**src/design/clk_ctrl_pkg.sv**
```systemverilog
/*
  Shared constants for the clock prescale and stretch control block:
  register map, field positions, reset values, timing counts, states.
  Assumes a 32-bit APB with 12-bit byte addresses, one word per register.
*/
package clk_ctrl_pkg;

  ////////////////////////////////////////////////////////////////////////////
  // register indices; the byte address is four times the index
  localparam logic [11:0] CLOCK_AND_STRETCH_CONTROL_INDEX  = 12'h08E;
  localparam logic [11:0] TMODE_INDEX  = 12'h090;
  localparam logic [11:0] WDCTL_INDEX  = 12'h091;
  localparam logic [11:0] STATUS_INDEX = 12'h092;
  localparam logic [11:0] MASK_INDEX   = 12'h093;
  localparam logic [11:0] CLOCK_AND_STRETCH_CONTROL_ADDR   = 12'(CLOCK_AND_STRETCH_CONTROL_INDEX * 4);
  localparam logic [11:0] TMODE_ADDR   = 12'(TMODE_INDEX * 4);
  localparam logic [11:0] WDCTL_ADDR   = 12'(WDCTL_INDEX * 4);
  localparam logic [11:0] STATUS_ADDR  = 12'(STATUS_INDEX * 4);
  localparam logic [11:0] MASK_ADDR    = 12'(MASK_INDEX * 4);

  ////////////////////////////////////////////////////////////////////////////
  // clock_and_stretch_control fields
  localparam int WD_SEL_HI  = 7;
  localparam int WD_SEL_LO  = 6;
  localparam int T2_FAST    = 5;
  localparam int T1_FAST    = 4;
  localparam int T0_FAST    = 3;
  localparam int STRETCH_HI = 2;
  localparam int STRETCH_LO = 0;
  localparam logic [7:0] CLOCK_AND_STRETCH_CONTROL_RESET = 8'h01;

  // own registers: counter selects, watchdog control, events
  localparam int WDCTL_ENABLE  = 0;
  localparam int WDCTL_RESTART = 1;
  localparam logic [2:0] TMODE_RESET = 3'h0;
  localparam logic [0:0] WDCTL_RESET = 1'h0;
  localparam int EVT_WDT_INT  = 0;
  localparam int EVT_WDT_RST  = 1;
  localparam int EVT_XM_DONE  = 2;
  localparam int NUM_EVT      = 3;
  localparam logic [2:0] EVT_RESET = 3'h0;

  ////////////////////////////////////////////////////////////////////////////
  // timing counts in oscillator clocks; XMOVE_BASE_MC in machine cycles
  localparam int DIV_FAST         = 4;
  localparam int DIV_SLOW         = 12;
  localparam int WDT_RESET_EXTRA  = 512;
  localparam int MACH_CYCLE_CLKS  = 4;
  localparam int XMOVE_BASE_MC    = 2;

  typedef enum logic [0:0] {XM_IDLE, XM_RUN} xmove_state_e;

endpackage

```
**src/design/clock_prescale_and_stretch_control.sv**
```systemverilog
/*
  Clock control register with timer clock selects, watchdog period and
  external data move stretch, reached over APB, with event interrupt.
  Assumes clk is the oscillator, timer pins and move requests are
  synchronous to it, and a machine cycle is four oscillator clocks.
*/
// The APB interface to the registers was chosen for this implementation.
`timescale 1ns/100ps
// Summary of operation
// - timer2 fast bit picks divide-by-4 else 12
// - timer1 and timer0 fast bits likewise
// - watchdog bits pick 2^17/20/23/26 interrupt time-out
// - reset time-out is 512 clocks after interrupt
// - external move lasts stretch plus two cycles
// - read or write strobe lengthened by stretch
// - stretch resets to one, three machine cycles
// - on-chip SRAM move always two cycles
// - counter select uses pin falling edges instead
module clock_prescale_and_stretch_control #(
  parameter int WDT_EXP0 = 17,
  parameter int WDT_EXP1 = 20,
  parameter int WDT_EXP2 = 23,
  parameter int WDT_EXP3 = 26,
  parameter int WDT_CNT_W = 27
) (
  // clock and reset
  input  wire logic        clk,
  input  wire logic        reset,
  // apb slave
  input  wire logic        psel,
  input  wire logic        penable,
  input  wire logic        pwrite,
  input  wire logic [11:0] paddr,
  input  wire logic [31:0] pwdata,
  output logic      [31:0] prdata,
  output logic             pready,
  output logic             pslverr,
  // timers
  input  wire logic [2:0]  timerPin,
  output logic      [2:0]  timerTick,
  // external data move
  input  wire logic        xmoveStart,
  input  wire logic        xmoveWrite,
  input  wire logic        xmoveOnChip,
  output logic             extRdStrobe,
  output logic             extWrStrobe,
  output logic             xmoveBusy,
  output logic             xmoveDone,
  // watchdog and interrupt
  output logic             wdtReset,
  output logic             irq
);

  if (WDT_EXP0 < 10 || WDT_EXP3 > WDT_CNT_W - 1 || WDT_EXP0 > WDT_EXP1 ||
      WDT_EXP1 > WDT_EXP2 || WDT_EXP2 > WDT_EXP3) begin : g_bad_param
    $error("watchdog exponents do not fit the counter");
  end

  function automatic logic [WDT_CNT_W-1:0] wdt_limit(input logic [1:0] sel);
    logic [WDT_CNT_W-1:0] one;
    one = WDT_CNT_W'(1);
    case (sel)
      2'h0:    wdt_limit = one << WDT_EXP0;
      2'h1:    wdt_limit = one << WDT_EXP1;
      2'h2:    wdt_limit = one << WDT_EXP2;
      default: wdt_limit = one << WDT_EXP3;
    endcase
  endfunction

  ////////////////////////////////////////////////////////////////////////////
  // apb register file
  logic [7:0]  clock_and_stretch_control_ff, nxt_clock_and_stretch_control;
  logic [2:0]  ctSel_ff, nxt_ctSel;
  logic        wdtEn_ff, nxt_wdtEn;
  logic        wdtRestart_ff, nxt_wdtRestart;
  logic [2:0]  status_ff, nxt_status;
  logic [2:0]  mask_ff, nxt_mask;
  logic [31:0] prdata_ff, nxt_prdata;
  logic        pready_ff, nxt_pready;
  logic        pslverr_ff, nxt_pslverr;
  logic        irq_ff, nxt_irq;
  logic        setup, wrAcc, mapped;
  logic [2:0]  evt;

  always_comb begin
    setup          = psel && !penable;
    wrAcc          = psel && penable && pready_ff && pwrite && !pslverr_ff;
    nxt_clock_and_stretch_control      = clock_and_stretch_control_ff;
    nxt_ctSel      = ctSel_ff;
    nxt_wdtEn      = wdtEn_ff;
    nxt_wdtRestart = 1'b0;
    nxt_mask       = mask_ff;
    nxt_prdata     = prdata_ff;
    nxt_pready     = setup;
    mapped         = 1'b1;
    if (paddr == clk_ctrl_pkg::CLOCK_AND_STRETCH_CONTROL_ADDR) begin
      nxt_prdata = {24'h000000, clock_and_stretch_control_ff};
    end else if (paddr == clk_ctrl_pkg::TMODE_ADDR) begin
      nxt_prdata = {29'h00000000, ctSel_ff};
    end else if (paddr == clk_ctrl_pkg::WDCTL_ADDR) begin
      nxt_prdata = {31'h00000000, wdtEn_ff};
    end else if (paddr == clk_ctrl_pkg::STATUS_ADDR) begin
      nxt_prdata = {29'h00000000, status_ff};
    end else if (paddr == clk_ctrl_pkg::MASK_ADDR) begin
      nxt_prdata = {29'h00000000, mask_ff};
    end else begin
      nxt_prdata = 32'h00000000;
      mapped     = 1'b0;
    end
    nxt_pslverr = setup ? !mapped : pslverr_ff && psel && penable && !pready_ff;
    if (!setup) begin
      nxt_prdata = prdata_ff;
    end
    // one write updates every field of the addressed register together
    if (wrAcc && paddr == clk_ctrl_pkg::CLOCK_AND_STRETCH_CONTROL_ADDR) begin
      nxt_clock_and_stretch_control = pwdata[7:0];
    end
    if (wrAcc && paddr == clk_ctrl_pkg::TMODE_ADDR) begin
      nxt_ctSel = pwdata[2:0];
    end
    if (wrAcc && paddr == clk_ctrl_pkg::WDCTL_ADDR) begin
      nxt_wdtEn      = pwdata[clk_ctrl_pkg::WDCTL_ENABLE];
      nxt_wdtRestart = pwdata[clk_ctrl_pkg::WDCTL_RESTART];
    end
    if (wrAcc && paddr == clk_ctrl_pkg::MASK_ADDR) begin
      nxt_mask = pwdata[2:0];
    end
    // set beats clear in the same cycle
    nxt_status = status_ff;
    if (wrAcc && paddr == clk_ctrl_pkg::STATUS_ADDR) begin
      nxt_status = status_ff & ~pwdata[2:0];
    end
    nxt_status = nxt_status | evt;
    nxt_irq    = |(nxt_status & mask_ff);
  end

  always_ff @(posedge clk or posedge reset) begin
    if (reset) begin
      clock_and_stretch_control_ff      <= clk_ctrl_pkg::CLOCK_AND_STRETCH_CONTROL_RESET;
      ctSel_ff      <= clk_ctrl_pkg::TMODE_RESET;
      wdtEn_ff      <= clk_ctrl_pkg::WDCTL_RESET;
      wdtRestart_ff <= 1'b0;
      status_ff     <= clk_ctrl_pkg::EVT_RESET;
      mask_ff       <= clk_ctrl_pkg::EVT_RESET;
      prdata_ff     <= 32'h00000000;
      pready_ff     <= 1'b0;
      pslverr_ff    <= 1'b0;
      irq_ff        <= 1'b0;
    end else begin
      clock_and_stretch_control_ff      <= nxt_clock_and_stretch_control;
      ctSel_ff      <= nxt_ctSel;
      wdtEn_ff      <= nxt_wdtEn;
      wdtRestart_ff <= nxt_wdtRestart;
      status_ff     <= nxt_status;
      mask_ff       <= nxt_mask;
      prdata_ff     <= nxt_prdata;
      pready_ff     <= nxt_pready;
      pslverr_ff    <= nxt_pslverr;
      irq_ff        <= nxt_irq;
    end
  end

  ////////////////////////////////////////////////////////////////////////////
  // timer clock selection
  logic       div4Tick, div12Tick;
  logic [2:0] pinPrev_ff, nxt_pinPrev;
  logic [2:0] tick_ff, nxt_tick;
  logic [2:0] fastSel, pinFall;

  osc_prescaler u_prescaler (
    .clk       (clk),
    .reset     (reset),
    .div4Tick  (div4Tick),
    .div12Tick (div12Tick)
  );

  assign fastSel = {clock_and_stretch_control_ff[clk_ctrl_pkg::T2_FAST], clock_and_stretch_control_ff[clk_ctrl_pkg::T1_FAST],
                    clock_and_stretch_control_ff[clk_ctrl_pkg::T0_FAST]};

  for (genvar i = 0; i < 3; i++) begin : g_timer
    always_comb begin
      nxt_pinPrev[i] = timerPin[i];
      pinFall[i]     = pinPrev_ff[i] && !timerPin[i];
      if (ctSel_ff[i]) begin
        nxt_tick[i] = pinFall[i];
      end else begin
        nxt_tick[i] = fastSel[i] ? div4Tick : div12Tick;
      end
    end
  end

  always_ff @(posedge clk or posedge reset) begin
    if (reset) begin
      pinPrev_ff <= 3'h7;
      tick_ff    <= 3'h0;
    end else begin
      pinPrev_ff <= nxt_pinPrev;
      tick_ff    <= nxt_tick;
    end
  end

  ////////////////////////////////////////////////////////////////////////////
  // watchdog
  logic [WDT_CNT_W-1:0] wdtLimit, wdtCount;
  logic                 wdtIntPulse, wdtRstPulse;
  logic                 wdtReset_ff, nxt_wdtReset;

  assign wdtLimit = wdt_limit(clock_and_stretch_control_ff[clk_ctrl_pkg::WD_SEL_HI:clk_ctrl_pkg::WD_SEL_LO]);

  wdt_counter #(
    .CNT_W (WDT_CNT_W)
  ) u_wdt (
    .clk      (clk),
    .reset    (reset),
    .enable   (wdtEn_ff),
    .restart  (wdtRestart_ff),
    .intLimit (wdtLimit),
    .count    (wdtCount),
    .intPulse (wdtIntPulse),
    .rstPulse (wdtRstPulse)
  );

  assign nxt_wdtReset = wdtRstPulse;

  ////////////////////////////////////////////////////////////////////////////
  // external data move sequencer
  clk_ctrl_pkg::xmove_state_e xmState_ff, nxt_xmState;
  logic [1:0] clkCnt_ff, nxt_clkCnt;
  logic [3:0] mc_ff, nxt_mc;
  logic [3:0] mcLast_ff, nxt_mcLast;
  logic       onChip_ff, nxt_onChip;
  logic       isWrite_ff, nxt_isWrite;
  logic       rdStb_ff, nxt_rdStb, wrStb_ff, nxt_wrStb;
  logic       done_ff, nxt_done;

  always_comb begin
    nxt_xmState = xmState_ff;
    nxt_clkCnt  = clkCnt_ff;
    nxt_mc      = mc_ff;
    nxt_mcLast  = mcLast_ff;
    nxt_onChip  = onChip_ff;
    nxt_isWrite = isWrite_ff;
    nxt_done    = 1'b0;
    case (xmState_ff)
      clk_ctrl_pkg::XM_IDLE: begin
        if (xmoveStart) begin
          // settings taken at the start, so a mid-move write waits
          nxt_xmState = clk_ctrl_pkg::XM_RUN;
          nxt_clkCnt  = 2'h0;
          nxt_mc      = 4'h0;
          nxt_onChip  = xmoveOnChip;
          nxt_isWrite = xmoveWrite;
          nxt_mcLast  = xmoveOnChip ? 4'(clk_ctrl_pkg::XMOVE_BASE_MC - 1)
                      : 4'(clock_and_stretch_control_ff[2:0]) + 4'(clk_ctrl_pkg::XMOVE_BASE_MC - 1);
        end
      end
      clk_ctrl_pkg::XM_RUN: begin
        nxt_clkCnt = clkCnt_ff + 2'h1;
        if (clkCnt_ff == 2'(clk_ctrl_pkg::MACH_CYCLE_CLKS - 1)) begin
          nxt_mc = mc_ff + 4'h1;
          if (mc_ff == mcLast_ff) begin
            nxt_xmState = clk_ctrl_pkg::XM_IDLE;
            nxt_done    = 1'b1;
          end
        end
      end
      default: nxt_xmState = clk_ctrl_pkg::XM_IDLE;
    endcase
    // strobe covers every cycle after the first, so it grows by the stretch
    nxt_rdStb = (nxt_xmState == clk_ctrl_pkg::XM_RUN) && nxt_mc != 4'h0
                && !nxt_onChip && !nxt_isWrite;
    nxt_wrStb = (nxt_xmState == clk_ctrl_pkg::XM_RUN) && nxt_mc != 4'h0
                && !nxt_onChip && nxt_isWrite;
  end

  always_ff @(posedge clk or posedge reset) begin
    if (reset) begin
      xmState_ff  <= clk_ctrl_pkg::XM_IDLE;
      clkCnt_ff   <= 2'h0;
      mc_ff       <= 4'h0;
      mcLast_ff   <= 4'h0;
      onChip_ff   <= 1'b0;
      isWrite_ff  <= 1'b0;
      rdStb_ff    <= 1'b0;
      wrStb_ff    <= 1'b0;
      done_ff     <= 1'b0;
      wdtReset_ff <= 1'b0;
    end else begin
      xmState_ff  <= nxt_xmState;
      clkCnt_ff   <= nxt_clkCnt;
      mc_ff       <= nxt_mc;
      mcLast_ff   <= nxt_mcLast;
      onChip_ff   <= nxt_onChip;
      isWrite_ff  <= nxt_isWrite;
      rdStb_ff    <= nxt_rdStb;
      wrStb_ff    <= nxt_wrStb;
      done_ff     <= nxt_done;
      wdtReset_ff <= nxt_wdtReset;
    end
  end

  assign evt = {nxt_done, wdtRstPulse, wdtIntPulse};

  assign prdata      = prdata_ff;
  assign pready      = pready_ff;
  assign pslverr     = pslverr_ff;
  assign timerTick   = tick_ff;
  assign extRdStrobe = rdStb_ff;
  assign extWrStrobe = wrStb_ff;
  assign xmoveBusy   = (xmState_ff == clk_ctrl_pkg::XM_RUN);
  assign xmoveDone   = done_ff;
  assign wdtReset    = wdtReset_ff;
  assign irq         = irq_ff;

  ////////////////////////////////////////////////////////////////////////////
  // checks
  logic [6:0] busyLen_ff, stbLen_ff;

  always_ff @(posedge clk or posedge reset) begin
    if (reset) begin
      busyLen_ff <= 7'h00;
      stbLen_ff  <= 7'h00;
    end else begin
      busyLen_ff <= xmoveBusy ? busyLen_ff + 7'h01 : 7'h00;
      stbLen_ff  <= (rdStb_ff || wrStb_ff) ? stbLen_ff + 7'h01 : 7'h00;
    end
  end
endmodule

```
**src/design/osc_prescaler.sv**
```systemverilog
/*
  Divide-by-4 and divide-by-12 one-cycle enable pulses from the oscillator.
  Assumes clk is the oscillator clock itself.
*/
`timescale 1ns/100ps
module osc_prescaler (
  // clock and reset
  input  wire logic clk,
  input  wire logic reset,
  // enables
  output logic      div4Tick,
  output logic      div12Tick
);

  logic [1:0] fastCnt_ff, nxt_fastCnt;
  logic [3:0] slowCnt_ff, nxt_slowCnt;

  always_comb begin
    nxt_fastCnt = (fastCnt_ff == 2'(clk_ctrl_pkg::DIV_FAST - 1)) ? 2'h0 : fastCnt_ff + 2'h1;
    nxt_slowCnt = (slowCnt_ff == 4'(clk_ctrl_pkg::DIV_SLOW - 1)) ? 4'h0 : slowCnt_ff + 4'h1;
  end

  always_ff @(posedge clk or posedge reset) begin
    if (reset) begin
      fastCnt_ff <= 2'h0;
      slowCnt_ff <= 4'h0;
    end else begin
      fastCnt_ff <= nxt_fastCnt;
      slowCnt_ff <= nxt_slowCnt;
    end
  end

  assign div4Tick  = (fastCnt_ff == 2'(clk_ctrl_pkg::DIV_FAST - 1));
  assign div12Tick = (slowCnt_ff == 4'(clk_ctrl_pkg::DIV_SLOW - 1));

endmodule

```
**src/design/wdt_counter.sv**
```systemverilog
/*
  Watchdog up-counter with interrupt and reset time-out pulses.
  Assumes the limit input is held stable while the count runs.
*/
`timescale 1ns/100ps
module wdt_counter #(
  parameter int CNT_W = 27
) (
  // clock and reset
  input  wire logic             clk,
  input  wire logic             reset,
  // control
  input  wire logic             enable,
  input  wire logic             restart,
  input  wire logic [CNT_W-1:0] intLimit,
  // results
  output logic      [CNT_W-1:0] count,
  output logic                  intPulse,
  output logic                  rstPulse
);

  logic [CNT_W-1:0] count_ff, nxt_count, rstLimit;
  logic             intPulse_ff, nxt_intPulse;
  logic             rstPulse_ff, nxt_rstPulse;

  always_comb begin
    rstLimit     = intLimit + CNT_W'(clk_ctrl_pkg::WDT_RESET_EXTRA);
    nxt_count    = count_ff;
    if (restart || !enable) begin
      nxt_count = '0;
    end else if (count_ff != rstLimit) begin
      // parks at the reset limit so the reset fires once
      nxt_count = count_ff + CNT_W'(1);
    end
    nxt_intPulse = enable && !restart && (count_ff != nxt_count) && (nxt_count == intLimit);
    nxt_rstPulse = enable && !restart && (count_ff != nxt_count) && (nxt_count == rstLimit);
  end

  always_ff @(posedge clk or posedge reset) begin
    if (reset) begin
      count_ff    <= '0;
      intPulse_ff <= 1'b0;
      rstPulse_ff <= 1'b0;
    end else begin
      count_ff    <= nxt_count;
      intPulse_ff <= nxt_intPulse;
      rstPulse_ff <= nxt_rstPulse;
    end
  end

  assign count    = count_ff;
  assign intPulse = intPulse_ff;
  assign rstPulse = rstPulse_ff;

endmodule

```
**config.mk**
```make
export PLATFORM = sky130hd
export DESIGN_NAME = clock_prescale_and_stretch_control
export DESIGN_NICKNAME = d
export VERILOG_FILES = /design/src/design/clk_ctrl_pkg.sv /design/src/design/clock_prescale_and_stretch_control.sv /design/src/design/osc_prescaler.sv /design/src/design/wdt_counter.sv
export SDC_FILE = /design/constraint.sdc
export NUM_CORES = 1
export LEC_CHECK = 0
export ABC_CLOCK_PERIOD_IN_PS = 4600
export BUFFER_PORTS_ARGS = -buffer_cell sky130_fd_sc_hd__buf_2
export CORE_ASPECT_RATIO = 0.75
export CORE_MARGIN = 2
export CORE_UTILIZATION = 40
export DETAILED_ROUTE_END_ITERATION = 10
export GPL_ROUTABILITY_DRIVEN = 0
export PLACE_DENSITY_LB_ADDON = 0.3
export SETUP_SLACK_MARGIN = 0.1
export SYNTH_ARGS = -nofsm -noshare
export SYNTH_HDL_FRONTEND = slang
export SYNTH_SLANG_ARGS = --single-unit
```
**constraint.sdc**
```tcl
create_clock -name clk -period 4.6 [get_ports clk]
set_clock_uncertainty 0.15 [all_clocks]
set_input_delay 0.46 -clock clk [delete_from_list [all_inputs] [get_ports clk]]
set_output_delay 0.46 -clock clk [all_outputs]
set_load 0.1 [all_outputs]
```
==> impl_metrics.env <==
export IMPL_worst_setup_path_end_kind="flop"
export IMPL_die_width_um=131
export IMPL_drt_initial_drc_count=379
export IMPL_reg2regPathDepth=8
export IMPL_slew_headroom_pct=34.8
export IMPL_synth_top_cells_by_area="dfrtp_1, mux2_2, buf_4"
export IMPL_grt_pass1_vias=3540
export IMPL_max_freq_mhz=328
export IMPL_clk_pin_slew_ps=70
export IMPL_route_final_wire_length_mm=10.7
export IMPL_yosys_most_used_dff="dfrtp_1"
export IMPL_setup_tns_ps=0
export IMPL_cts_resized=0
export IMPL_endpoint="u_wdt.intPulse$_DFF_PP0_"
export IMPL_yosysUniqueCellTypes=61
export IMPL_grt_overflow_total=0
export IMPL_clockBufferDepth=2
export IMPL_syn2layout_area_growth_pct=11.5
export IMPL_grt_pass1_wl_mm=17.7
export IMPL_syn_inst=492
export IMPL_crit_start="u_wdt.count[1]$_DFF_PP0_"
export IMPL_grt_antenna_before_repair=0
export IMPL_diodes=0
export IMPL_hpwl_mm=7.83
export IMPL_clock_sinks=88
export IMPL_via_count=3781
export IMPL_finalHoldViolCount=0
export IMPL_ios=98
export IMPL_rsz0062_at_grt="false"
export IMPL_whs_path_depth=1
export IMPL_die_area_um2=12900
export IMPL_ys_warn_count=0
export IMPL_path_max_fanout=11
export IMPL_firstDrtPassIters=5
export IMPL_min_period_ps=3050
export IMPL_synth_seq_cells=88
export IMPL_yosysSeqAreaShare_pct=45.9
export IMPL_maxCapViolCount=0
export IMPL_start_kind="flop"
export IMPL_synthTopCellsByCount="dfrtp_1, nand2_1, nor2_1"
export IMPL_synth_largest_area_cell="dfrtp_1"
export IMPL_nets=590
export IMPL_initial_core_util_pct=41.3
export IMPL_postCtsSetupBuffers=0
export IMPL_synth_edff_count=0
export IMPL_final_antenna_net_count=0
export IMPL_wire_per_inst_um=15.4
export IMPL_power_mw=2.08
export IMPL_drcViolationCount=0
export IMPL_timing_final_crit_share_pct=66.3
export IMPL_drive_above_1_share_pct=19.1
export IMPL_r2r_setup_slack_ps=1550
export IMPL_crit_required_ps=4730
export IMPL_viasPerCell=5.44
export IMPL_die_y_um=99
export IMPL_syn_area_um2=4810
export IMPL_yosysMostFrequentCell="dfrtp_1"
export IMPL_track_usage_pct=17.5
export IMPL_core_rowCount=34
export IMPL_synth_top_area_share_pct=43.7
export IMPL_cts_tree="yes"
export IMPL_finalSetupViolations=0
export IMPL_portBuffers=49
export IMPL_r2r_start="u_wdt.count[1]$_DFF_PP0_"
export IMPL_holdBufCountCts=0
export IMPL_numCtsBuffers=9
export IMPL_utilization_pct=46.0
export IMPL_synthArstFlopShare_pct=100
export IMPL_grt_max_degree=59
export IMPL_clockRootBuffer="clkbuf_16"
export IMPL_path_class="flop to flop"
export IMPL_syn_avg_cell_area_um2=9.78
export IMPL_hold_ws_ps=68.7
export IMPL_drv_slew=0
export IMPL_hp_class="input pin to flop"
export IMPL_fp_coreArea_um2=11700
export IMPL_htreeDepth=3
export IMPL_worst_pin_slew_ps=977
export IMPL_vdd_ir_drop_worst_mv=0.177
export IMPL_clkLatencyLatePin_ps=350
export IMPL_arrival_ps=3180
export IMPL_leakage_nw=2.44
export IMPL_p_per_area_nw_per_um2=387
export IMPL_worstReg2RegEnd="u_wdt.intPulse$_DFF_PP0_"
export IMPL_status="complete, no violations"
how the worst min path moves through the flow:
stage	slack (ps)	end	from
finish	70	pinPrev_ff[1]$_DFF_PP1_	timerPin[1]
detailed placement	270	wdtReset$_DFF_PP0_	u_wdt.rstPulse$_DFF_PP0_
global placement	260	u_prescaler.fastCnt_ff[0]$_DFF_PP0_	u_prescaler.fastCnt_ff[0]$_DFF_PP0_
floorplan	210	wdtReset$_DFF_PP0_	u_wdt.rstPulse$_DFF_PP0_
global route	60	pinPrev_ff[2]$_DFF_PP1_	timerPin[2]
CTS	60	pinPrev_ff[2]$_DFF_PP1_	timerPin[2]
flip-flops by register name, indices dropped and copies added (netlist names), 2 cells and up:
name / flops
prdata: 8
mc_ff: 4
u_wdt.count: 27
mask_ff: 3
clock_and_stretch_control_ff: 8
timerTick: 3
clkCnt_ff: 2
status_ff: 3
u_prescaler.fastCnt_ff: 2
pinPrev_ff: 3
u_prescaler.slowCnt_ff: 4
mcLast_ff: 4
ctSel_ff: 3
metrics by stage:
stage	instance area [um2]	instances	worst slack, ps
5_1_grt	5370	695	1390
3_5_place_dp	5060	679	1630
6_report	5370	695	1550
2_1_floorplan	4900	515	1720
3_3_place_gp	5060	679	1700
4_1_cts	5370	695	1610
area by class of cell:
cell class	count	area (um2)
fillers	1094	6290
multi-input cells	367	2350
flip-flops and latches	88	2210
repair buffers	52	268
clock buffers	10	229
well taps	162	203
clock inverters	6	75.1
inverters	10	38.8
layer usage:
metal	wire length, um	vias to the layer above	GRT usage, %	part of all wire (%)
met5	0	-	0	0
met4	134	0	5.40	1.3
met2	4520	125	25.0	42
met1	5380	1872	26.6	50
li1	-	1774	-	-
met3	650	10	3.53	6.1
layout by cell type (no fill, tap or decap), types with 5 or more instances in the layout:
master / Yosys / layout
a21oi_1: 5 / 5
a31oi_1: 5 / 5
and2_1: 6 / 6
and3_1: 7 / 7
buf_2: 6 / 49
clkbuf_16: 0 / 9
conb_1: 1 / 24
dfrtp_1: 84 / 84
ha_1: 7 / 7
inv_1: 10 / 9
mux2_2: 20 / 20
mux2i_1: 6 / 6
nand2_1: 54 / 54
nand2b_1: 13 / 13
nand3_1: 17 / 17
nand4_1: 12 / 12
nor2_1: 50 / 50
nor2b_1: 5 / 5
nor3b_1: 7 / 7
nor4_1: 13 / 13
o21ai_0: 15 / 15
xnor2_1: 16 / 16
xor2_1: 12 / 12
critical path: stages, from the launching register on:
cell and delay, ps:
dfrtp_1 470, ha_1 310, and3_1 350, nand2_1 320, o31a_1 380, or2_1 270, o41ai_1 310, a221o_1 250
and3_1 170
kinds of logic after synthesis:
| group | Yosys count | synth area share, % |
|---|---|---|
| compound gates | 67 | 10.1 |
| mux | 26 | 5.93 |
| flops | 88 | 45.9 |
| fa+ha+maj | 7 | 1.82 |
| buf+inv | 60 | 7.17 |
| other cells | 1 | 0.0779 |
| xor+xnor | 28 | 5.09 |
| simple gates | 215 | 24.0 |
power by group:
part           total [mW]  internal, mW  switching [mW]  leakage [nW]
Sequential          0.893         0.837          0.0558          1.17
Clock               0.756         0.430           0.326         0.146
Combinational       0.430         0.121           0.309          1.12
(Power assumes the default switching activity.)
